**src/afe_clk_pkg.sv**
```systemverilog
package afe_clk_pkg;
    // Setup register field layout
    localparam int OSR_LSB = 0;
    localparam int PRE_LSB = 3;
    localparam int EXT_BIT = 5;
    localparam int SETUP_W = 6;
    // Values after reset: crystal, divide by 1, ratio 256
    localparam logic [2:0] OSR_RESET = 3'h3;
    localparam logic [1:0] PRE_RESET = 2'h0;
    localparam logic EXT_RESET = 1'b0;
    localparam logic [SETUP_W-1:0] SETUP_RESET = {EXT_RESET, PRE_RESET, OSR_RESET};
    // Counter layout and fixed divide ratios
    localparam logic [1:0] SAMPLE_DIV_LAST = 2'h3;
    localparam logic [11:0] OSR_MIN = 12'h020;
    localparam logic [2:0] PRE_ONE = 3'h1;
    localparam logic [1:0] STROBE_STAGE_LAST = 2'h1;
    // Primary clock idle detection window
    localparam int SYS_CLK_PERIOD_NS = 50;
    localparam int MCLK_IDLE_NS = 1000;
    localparam int MCLK_IDLE_CYCLES = MCLK_IDLE_NS / SYS_CLK_PERIOD_NS;
    localparam logic [4:0] IDLE_LAST = 5'(MCLK_IDLE_CYCLES - 1);
endpackage : afe_clk_pkg

// Primary clock events from the source selector to the divider chain
interface clk_src_if;
    logic mclk_tick;
    logic mclk_running;
    logic ext_sel;
    modport src (output mclk_tick, output mclk_running, input ext_sel);
    modport core (input mclk_tick, input mclk_running, output ext_sel);
endinterface : clk_src_if

```
**src/afe_clock_reset_chain.sv**
```systemverilog
module afe_clock_reset_chain (
    input wire logic i_clk_sys,
    input wire logic i_reset_n,
    input wire logic i_master_reset_n,
    input wire logic i_crystal_clk,
    input wire logic i_clock_input_pin,
    input wire logic i_setup_write,
    input wire logic [afe_clk_pkg::SETUP_W-1:0] i_setup_data,
    output logic [afe_clk_pkg::SETUP_W-1:0] o_setup,
    output logic o_serial_access_en,
    output logic o_bias_enable,
    output logic o_input_clock_en,
    output logic o_core_clock_en,
    output logic o_analog_stage_clock,
    output logic o_sample_clock,
    output logic o_output_rate_clock,
    output logic o_conversion_done_strobe_n
);
    import afe_clk_pkg::*;

    clk_src_if src ();

    logic [SETUP_W-1:0] setup_q;
    logic master_on;
    logic [1:0] pre_sel;
    logic [2:0] osr_sel;
    logic [2:0] prescale_last;
    logic [11:0] osr_last;
    logic [2:0] pre_cnt_q;
    logic [1:0] dm_cnt_q;
    logic [11:0] osr_cnt_q;
    logic [1:0] str_cnt_q;
    logic stage_en;
    logic sample_en;
    logic rate_en;
    logic strobe_n_q;
    logic serial_en_q;

    clk_source_select u_src (
        .i_clk_sys(i_clk_sys),
        .i_reset_n(i_reset_n),
        .i_crystal_clk(i_crystal_clk),
        .i_clock_input_pin(i_clock_input_pin),
        .bus(src)
    );

    assign master_on = i_master_reset_n;
    assign pre_sel = setup_q[PRE_LSB +: 2];
    assign osr_sel = setup_q[OSR_LSB +: 3];
    assign src.ext_sel = setup_q[EXT_BIT];

    // Setup register: defaults in reset, writes refused while held
    // Write strobe arrives already moved into this domain by the serial side
    always_ff @(posedge i_clk_sys or negedge i_reset_n) begin
        if (!i_reset_n) begin
            setup_q <= SETUP_RESET;
        end else if (!master_on) begin
            setup_q <= SETUP_RESET;
        end else if (i_setup_write) begin
            setup_q <= i_setup_data;
        end
    end

    // Serial access permission follows master reset
    always_ff @(posedge i_clk_sys or negedge i_reset_n) begin
        if (!i_reset_n) begin
            serial_en_q <= 1'b0;
        end else begin
            serial_en_q <= master_on;
        end
    end

    // Divide limits from the setup fields
    assign prescale_last = 3'((PRE_ONE << pre_sel) - PRE_ONE);
    assign osr_last = 12'((OSR_MIN << osr_sel) - 12'h001);

    // Enable pulses of each divided rate
    assign stage_en = master_on && src.mclk_tick && (pre_cnt_q >= prescale_last);
    assign sample_en = stage_en && (dm_cnt_q == SAMPLE_DIV_LAST);
    assign rate_en = sample_en && (osr_cnt_q >= osr_last);

    // Prescaler counter
    always_ff @(posedge i_clk_sys or negedge i_reset_n) begin
        if (!i_reset_n) begin
            pre_cnt_q <= 3'h0;
        end else if (!master_on || stage_en) begin
            pre_cnt_q <= 3'h0;
        end else if (src.mclk_tick) begin
            pre_cnt_q <= pre_cnt_q + 3'h1;
        end
    end

    // Divide-by-four counter
    always_ff @(posedge i_clk_sys or negedge i_reset_n) begin
        if (!i_reset_n) begin
            dm_cnt_q <= 2'h0;
        end else if (!master_on) begin
            dm_cnt_q <= 2'h0;
        end else if (stage_en) begin
            dm_cnt_q <= dm_cnt_q + 2'h1;
        end
    end

    // Oversampling counter
    always_ff @(posedge i_clk_sys or negedge i_reset_n) begin
        if (!i_reset_n) begin
            osr_cnt_q <= 12'h000;
        end else if (!master_on || rate_en) begin
            osr_cnt_q <= 12'h000;
        end else if (sample_en) begin
            osr_cnt_q <= osr_cnt_q + 12'h001;
        end
    end

    // Conversion-done strobe: low for two analog stage periods
    always_ff @(posedge i_clk_sys or negedge i_reset_n) begin
        if (!i_reset_n) begin
            strobe_n_q <= 1'b1;
            str_cnt_q <= 2'h0;
        end else if (!master_on) begin
            strobe_n_q <= 1'b1;
            str_cnt_q <= 2'h0;
        end else if (rate_en) begin
            strobe_n_q <= 1'b0;
            str_cnt_q <= 2'h0;
        end else if (!strobe_n_q && stage_en) begin
            if (str_cnt_q == STROBE_STAGE_LAST) begin
                strobe_n_q <= 1'b1;
            end
            str_cnt_q <= str_cnt_q + 2'h1;
        end
    end

    // Clock gating and bias outputs
    assign o_input_clock_en = src.mclk_tick && src.mclk_running;
    assign o_core_clock_en = master_on && src.mclk_tick;
    assign o_bias_enable = 1'b1;
    assign o_analog_stage_clock = stage_en;
    assign o_sample_clock = sample_en;
    assign o_output_rate_clock = rate_en;
    assign o_conversion_done_strobe_n = strobe_n_q;
    assign o_serial_access_en = serial_en_q;
    assign o_setup = setup_q;

    // Helper: setup written since the last analog stage pulse
    // A mid-period change can shorten or stretch that period, so its length is not checked
    logic pre_moved_q;
    always_ff @(posedge i_clk_sys or negedge i_reset_n) begin
        if (!i_reset_n) begin
            pre_moved_q <= 1'b0;
        end else if (!master_on) begin
            pre_moved_q <= 1'b0;
        end else if (i_setup_write) begin
            pre_moved_q <= 1'b1;
        end else if (stage_en) begin
            pre_moved_q <= 1'b0;
        end
    end

    // Helper: setup written since the last output rate pulse
    logic osr_moved_q;
    always_ff @(posedge i_clk_sys or negedge i_reset_n) begin
        if (!i_reset_n) begin
            osr_moved_q <= 1'b0;
        end else if (!master_on) begin
            osr_moved_q <= 1'b0;
        end else if (i_setup_write) begin
            osr_moved_q <= 1'b1;
        end else if (rate_en) begin
            osr_moved_q <= 1'b0;
        end
    end

    // Helper: primary ticks since last analog stage pulse
    logic [3:0] tick_since_q;
    always_ff @(posedge i_clk_sys or negedge i_reset_n) begin
        if (!i_reset_n) begin
            tick_since_q <= 4'h0;
        end else if (!master_on || stage_en) begin
            tick_since_q <= 4'h0;
        end else if (src.mclk_tick) begin
            tick_since_q <= tick_since_q + 4'h1;
        end
    end

    a_reset_defaults: assert property (@(posedge i_clk_sys) disable iff (!i_reset_n)
        !i_master_reset_n |=> o_setup == SETUP_RESET && !o_serial_access_en)
        else $error("setup not defaulted in master reset");
    a_write_blocked: assert property (@(posedge i_clk_sys) disable iff (!i_reset_n)
        !i_master_reset_n && i_setup_write |=> o_setup == SETUP_RESET)
        else $error("write taken during master reset");
    a_core_gated: assert property (@(posedge i_clk_sys) disable iff (!i_reset_n)
        !i_master_reset_n |-> !o_core_clock_en && !o_analog_stage_clock ##1 o_conversion_done_strobe_n)
        else $error("clock distributed in master reset");
    a_input_idle: assert property (@(posedge i_clk_sys) disable iff (!i_reset_n)
        !src.mclk_running |-> !o_input_clock_en)
        else $error("input clock while primary idle");
    a_bias_on: assert property (@(posedge i_clk_sys) disable iff (!i_reset_n)
        o_bias_enable)
        else $error("bias dropped");
    a_prescale_div: assert property (@(posedge i_clk_sys) disable iff (!i_reset_n)
        o_analog_stage_clock && !pre_moved_q |-> tick_since_q == {1'b0, prescale_last})
        else $error("prescale ratio wrong");
    a_sample_div: assert property (@(posedge i_clk_sys) disable iff (!i_reset_n)
        o_sample_clock |-> o_analog_stage_clock && dm_cnt_q == 2'h3)
        else $error("sample divide wrong");
    a_rate_div: assert property (@(posedge i_clk_sys) disable iff (!i_reset_n)
        o_output_rate_clock && !osr_moved_q |-> o_sample_clock && osr_cnt_q == osr_last)
        else $error("oversampling divide wrong");
    a_osr_map: assert property (@(posedge i_clk_sys) disable iff (!i_reset_n)
        osr_sel == 3'h7 |-> osr_last == 12'hFFF)
        else $error("ratio map wrong");
    a_strobe_start: assert property (@(posedge i_clk_sys) disable iff (!i_reset_n)
        o_output_rate_clock && i_master_reset_n |=> !o_conversion_done_strobe_n)
        else $error("strobe missing");
    a_strobe_end: assert property (@(posedge i_clk_sys) disable iff (!i_reset_n)
        !o_conversion_done_strobe_n && o_analog_stage_clock && str_cnt_q == 2'h1 && !o_output_rate_clock
        |=> o_conversion_done_strobe_n)
        else $error("strobe width wrong");
    a_restart_zero: assert property (@(posedge i_clk_sys) disable iff (!i_reset_n)
        $rose(i_master_reset_n) |-> pre_cnt_q == 3'h0 && dm_cnt_q == 2'h0 && osr_cnt_q == 12'h000)
        else $error("counters not cleared");

    c_strobe: cover property (@(posedge i_clk_sys) disable iff (!i_reset_n)
        $fell(o_conversion_done_strobe_n));
    c_ext_clock: cover property (@(posedge i_clk_sys) disable iff (!i_reset_n)
        src.ext_sel && o_output_rate_clock);
    c_reset_release: cover property (@(posedge i_clk_sys) disable iff (!i_reset_n)
        $rose(i_master_reset_n));
endmodule // afe_clock_reset_chain

```
**src/clk_source_select.sv**
```systemverilog
module clk_source_select (
    input wire logic i_clk_sys,
    input wire logic i_reset_n,
    input wire logic i_crystal_clk,
    input wire logic i_clock_input_pin,
    clk_src_if.src bus
);
    import afe_clk_pkg::*;

    logic sel_now;
    logic sel_prev_q;
    logic [4:0] idle_cnt_q;

    // Pick crystal or direct input pin
    assign sel_now = bus.ext_sel ? i_clock_input_pin : i_crystal_clk;
    assign bus.mclk_tick = sel_now & ~sel_prev_q;

    // Previous level for rising edge detection
    always_ff @(posedge i_clk_sys or negedge i_reset_n) begin
        if (!i_reset_n) begin
            sel_prev_q <= 1'b0;
        end else begin
            sel_prev_q <= sel_now;
        end
    end

    // Idle watchdog: clock counts as stopped after a quiet window
    always_ff @(posedge i_clk_sys or negedge i_reset_n) begin
        if (!i_reset_n) begin
            idle_cnt_q <= IDLE_LAST;
        end else if (bus.mclk_tick) begin
            idle_cnt_q <= 5'h00;
        end else if (idle_cnt_q != IDLE_LAST) begin
            idle_cnt_q <= idle_cnt_q + 5'h01;
        end
    end
    assign bus.mclk_running = (idle_cnt_q != IDLE_LAST);

    a_source_crystal: assert property (@(posedge i_clk_sys) disable iff (!i_reset_n)
        !bus.ext_sel && i_crystal_clk && !$past(i_crystal_clk) && $stable(bus.ext_sel) |-> bus.mclk_tick)
        else $error("crystal edge missed");
    a_source_pin: assert property (@(posedge i_clk_sys) disable iff (!i_reset_n)
        bus.ext_sel && i_clock_input_pin && !$past(i_clock_input_pin) && $stable(bus.ext_sel) |-> bus.mclk_tick)
        else $error("input pin edge missed");
endmodule // clk_source_select
```
**config.mk**
```make
export PLATFORM = sky130hd
export DESIGN_NAME = afe_clock_reset_chain
export DESIGN_NICKNAME = d
export VERILOG_FILES = /design/src/afe_clk_pkg.sv /design/src/afe_clock_reset_chain.sv /design/src/clk_source_select.sv
export SDC_FILE = /design/constraint.sdc
export NUM_CORES = 1
export LEC_CHECK = 0
export BUFFER_PORTS_ARGS = -buffer_cell sky130_fd_sc_hd__buf_2
export CORE_ASPECT_RATIO = 2
export CORE_UTILIZATION = 52
export DETAILED_ROUTE_END_ITERATION = 12
export PLACE_DENSITY = 0.87
export RECOVER_POWER = 100
export SKIP_LAST_GASP = 1
export SLEW_MARGIN = 0
export SYNTH_ARGS = -nofsm -noshare
export SYNTH_HDL_FRONTEND = slang
export SYNTH_SLANG_ARGS = --single-unit
```
**constraint.sdc**
```tcl
create_clock -name i_clk_sys -period 3.35 [get_ports i_clk_sys]
set_input_delay 0.67 -clock i_clk_sys [delete_from_list [all_inputs] [get_ports i_clk_sys]]
set_output_delay 0.67 -clock i_clk_sys [all_outputs]
set_load 0.02 [all_outputs]
```
After elaboration in Yosys (flattened, before gate mapping)
Index checks and enable logic that the tools add are counted.

Register bits after elaboration: 33. Bits in latches: 0. RAM bits: 0. Bits in read-only memories: 0. Input bits: 12. Memories: 0.

Add/subtract/negate cells: 7. Multiply operators: 0. Div/mod/pow operators: 0. $lt $le $gt $ge: 2. Equal/unequal tests: 7. Shifts and indexed selects: 2. Multiplexer cells: 18. Bitwise operators: 2. Reductions and logical operators: 14.

Operators by type and width (count): $mux 12 (2); $add 12x1->12 const B (1); $ge 12x12->1 (1); $mux 6 (2); $shl 6x3->12 const A (1); $sub 12x1->12 const B (1); $mux 2 (5); $mux 5 (2); $logic_and 1x1->1 (6); $mux 3 (2); $ne 3x1->1 const B (2); $reduce_bool 2->1 (3); $add 5x1->5 const B (1); $mux 1 (5); $ne 5x5->1 const B (1); $add 2x1->2 const B (2); $ne 2x1->1 const B (2); $add 3x1->3 const B (1); $ge 3x3->1 (1); $shl 1x2->3 const A (1); $sub 3x1->3 const B (1); $eq 2x1->1 const B (1); $eq 2x2->1 const B (1); $logic_not 1->1 (2); other kinds (4) (5).

Depth between registers and ports, before layout
Word-level depth: 8. Gate-level depth with buffers: 14. Mapped depth without buffers: 12.

By module
Synthesis repeated with hierarchy kept, for this count alone.

Cells, all modules: 208. Area, all modules: 2073.2 um^2.

By module, submodules not included: afe_clock_reset_chain (instances 1, cells each 181, area an instance 1756.7 um^2, seq. area each 679.4 um^2); clk_source_select (instances 1, cells each 27, area an instance 316.6 um^2, seq. area each 153.9 um^2).

Worst setup path before layout
OpenSTA, ideal clock, no wires.

Path type: register -> output. Start: register setup_q[0] (netlist: o_setup[0]). End: output o_output_rate_clock. Data arrival time: 2.732 ns. Data required time: 2.680 ns. Setup slack: -0.052 ns. Cell stages (with the launch flop): 11. Buffers on the path: 2. Cells stage by stage: dfstp_2 > clkbuf_1 > or3_1 > ha_1 > buf_1 > xnor2_1 > ha_1 > and3_1 > a221o_1 > a21oi_1 > nor2_1.

Longest elaborated chain between the ends: 4.

Ends and longest elaborated chain: start, declared (RTL line afe_clock_reset_chain.sv:23) `logic [SETUP_W-1:0] setup_q;`; start signal, assigned (RTL line afe_clock_reset_chain.sv:60) `setup_q <= i_setup_data;`; $shl 6x3->12 (RTL line afe_clock_reset_chain.sv:75) `assign osr_last = 12'((OSR_MIN << osr_sel) - 12'h001);`; $sub 12x1->12 (RTL line afe_clock_reset_chain.sv:75); $ge 12x12->1 (RTL line afe_clock_reset_chain.sv:80) `assign rate_en = sample_en && (osr_cnt_q >= osr_last);`; $logic_and 1x1->1 (RTL line afe_clock_reset_chain.sv:80); end, declared (RTL line afe_clock_reset_chain.sv:16) `output logic o_output_rate_clock,`.

Every way passes these cells.

Final worst setup path
Same ends and word-level chain as after synthesis.

==> out/summary.txt <==
Run status: complete, but fails checks
Failing checks: capacitance limit, slew limit
Yosys Warn Count: 0
CP Launch Point: o_setup[0]
Placed cell count: 293
Post-synth EDFFs: 0
Vias per inst: 5.76
Number of distinct library cells after synthesis: 44
Leading post-synthesis cells by cell area: dfrtp_1, ha_1, dfstp_2
FMAX: 305 MHz
DRC: 0
Congestion Overflow GR: 0
Post-synth net total: 257
I/O pins: 26
Worst Hold Launch: str_cnt_q[1]
Worst skew pair latency: 0.29 ns
Hpwl dp: 3200 um
Cts hold-fix bufs: 0
WL/cell: 14.6 um
#FFs+latches synth: 33
Min-Delay Path Depth: 2
Total global-route track usage: 23.7%
Critical Path RT: 2.68 ns
Initial DRC Count: 55
WP data arrival: 2.61 ns
Setup TNS: 0 ns
Period utilization: 97.9%
RD Place Congestion: 0.782
H-tree Lvls: 2
Prevailing post-synth register cell: dfrtp_1
TritonCTS clock tree: built
Critical R2R Launch: o_setup[0]
Cell area after layout: 2340 sq um
Crit-path max FO: 7
Power density cells: 470 nW/um^2
Worst slew pin tran: 1.76 ns
CP Class: reg2out
Critical path endpoint category: output port
Nets: 279
Clk sink count: 33
Gate Count Post-Synth: 229
Placed Instance Area: 2200 sq um
Final WL: 4430 um
DR vias: 1,745
Clk_skew: 0.0111 ns
Min Tclk post-route: 3.28 ns
Die area: 4230 sq um
Global-route wire length before repair: 7300 um
Worst Hold Class: reg2reg
Chip Width: 46.5 um
Worst r2r path cells: 9
TritonRoute pass-1 iters: 4
PortBufs: 24
Setup violators final: 0
Largest vdd supply drop: 0.600 mV
Starting Density: 54.1%
Core Region: 3800 sq um
Die Y: 91 um
Area delta synth->final: 13.4%
Rows: 32
Slew Viols, Final: 34
Num CTS Buffers: 5
Clock root cell: clkbuf_8
Max-Cap Viols: 1
Clk slew on worst S/H paths: 0.07 ns
Antenna Nets Post-Route: 0
N_diodes: 0
FFs w/ async S/R, synth: 100%
Worst setup SP type: register
Vias in the first global route: 1,703
Max_slew headroom: -17.5%
Final Hold Fails: 0
Final std cells w/o fill: 303
Post-synth top area share: 32.8%
Synthesized area: 2060 sq um
Largest net degree at the start of global routing: 34
Leakage: 1.05 nW
Total power: 1.10 mW
Layout cells sized above 1: 15.1%
Post-Syn Area per Cell: 8.99 sq um
Clk buf depth: 2
Initial antenna violation count: 0
RSZ-0062 raised after global routing: no
Yosys top cell by area: dfrtp_1
Sequential area share after synthesis: 40.5%
## kinds of logic (layout without fill, tap and decap cells)
family | count (synthesis) | count (layout) | share of synthesized area, %
simple gates | 95 | 95 | 23.5
compound gates | 43 | 43 | 13.5
flops | 33 | 33 | 40.5
buf+inv | 25 | 48 | 5.35
fa+ha+maj | 16 | 16 | 9.72
xor+xnor | 8 | 8 | 3.40
mux | 8 | 8 | 3.89
other cells | 1 | 1 | 0.182
## synth_stat cells (2+ instances only)
cell,instances
dfrtp_1,27
nand2_1,25
nor2_1,21
a21oi_1,16
ha_1,16
inv_1,12
nand3_1,11
clkbuf_1,8
mux2i_1,8
nor3_1,7
dfstp_2,6
o21ai_0,6
nor4_1,5
or4_1,5
xor2_1,5
nand4_1,4
o21a_1,4
a21o_1,3
a31oi_1,3
o2bb2ai_1,3
or2_2,3
or3_1,3
xnor2_1,3
a2bb2oi_1,2
and3_1,2
buf_4,2
nor2b_1,2
## critical path, stage by stage (launching register included)
cell     delay [ns]
dfstp_2        0.40
or3_4          0.41
ha_4           0.19
xnor2_1        0.12
ha_1           0.29
and3_1         0.15
a221o_1        0.33
a21oi_2        0.18
nor2_1         0.07
buf_2          0.16
## state kept, by name, summed over array words and instances (netlist names)
| signal | flops |
|---|---|
| o_conversion_done_strobe_n | 1 |
| str_cnt_q | 2 |
| u_src.idle_cnt_q | 5 |
| dm_cnt_q | 2 |
| pre_cnt_q | 3 |
| o_serial_access_en | 1 |
| osr_cnt_q | 12 |
| u_src.sel_prev_q | 1 |
| o_setup | 6 |
## layout make-up
cell class,instances,area [sq um]
inverters,12,45.0
clock buffers,7,86.3
repair buffers,28,131
multi-input cells,171,1140
well taps,51,63.8
fillers,340,1470
clock inverters,1,30.0
flip-flops and latches,33,835
## placed cells by master, fill, tap and decap left out, types with 3 or more instances in the layout
| cell type | Yosys | routed |
|---|---|---|
| clkbuf_1 | 8 | 14 |
| nand2_1 | 25 | 25 |
| a21o_1 | 3 | 3 |
| nand4_1 | 4 | 4 |
| o21a_1 | 4 | 4 |
| a31oi_1 | 3 | 3 |
| xor2_1 | 5 | 5 |
| or2_2 | 3 | 3 |
| mux2i_1 | 8 | 8 |
| dfrtp_1 | 27 | 26 |
| buf_4 | 2 | 3 |
| buf_2 | 1 | 12 |
| o2bb2ai_1 | 3 | 3 |
| or4_1 | 5 | 5 |
| nor3_1 | 7 | 7 |
| nand3_1 | 11 | 11 |
| o21ai_0 | 6 | 5 |
| inv_1 | 12 | 12 |
| clkbuf_8 | 0 | 6 |
| nor2_1 | 21 | 21 |
| dfstp_2 | 6 | 5 |
| nor4_1 | 5 | 5 |
| xnor2_1 | 3 | 3 |
| ha_1 | 16 | 15 |
| a21oi_1 | 16 | 14 |
## per-stage QoR
stage | hold slack (ns) | utilization [%] | setup WS [ns]
final | 0.525 | 61.4 | 0.0695
after global routing | 0.572 | 61.4 | 0.00632
after CTS | 0.458 | 60.9 | 0.0222
after detailed placement | 0.519 | 57.8 | 0.211
after global placement | 0.510 | 57.8 | 0.274
after floorplan | 0.374 | - | 0.0778
## power by group
part           total [mW]  internal [mW]  switching [mW]  leakage, nW
clock network       0.390          0.242           0.148       0.0585
registers           0.491          0.445          0.0462        0.426
logic               0.216         0.0904           0.125        0.565
total                1.10          0.777           0.319         1.05
## final timing paths
check                                      end  slack [ns]
max                        o_output_rate_clock        0.07
min                               str_cnt_q[1]        0.52
max reg2reg                      osr_cnt_q[11]        0.37
min reg2reg                       str_cnt_q[1]        0.52
max in group asynchronous           o_setup[2]        1.38
min in group asynchronous           o_setup[2]        0.83
## layer usage
metal | global-route usage (%) | share of wire [%] | vias up
li1 | - | - | 856
met1 | 24.3 | 37 | 856
met2 | 41.1 | 58 | 22
met3 | 5.37 | 2.1 | 11
met4 | 12.3 | 2.6 | 0
met5 | 0 | 0 | -
## repair_timing
action                     4_1_cts  5_1_grt
setup buffers                    0        2
resized for setup                3        4
setup endpoints to repair        1        1
pin swaps                        0        2
(Power assumes the default switching activity.)
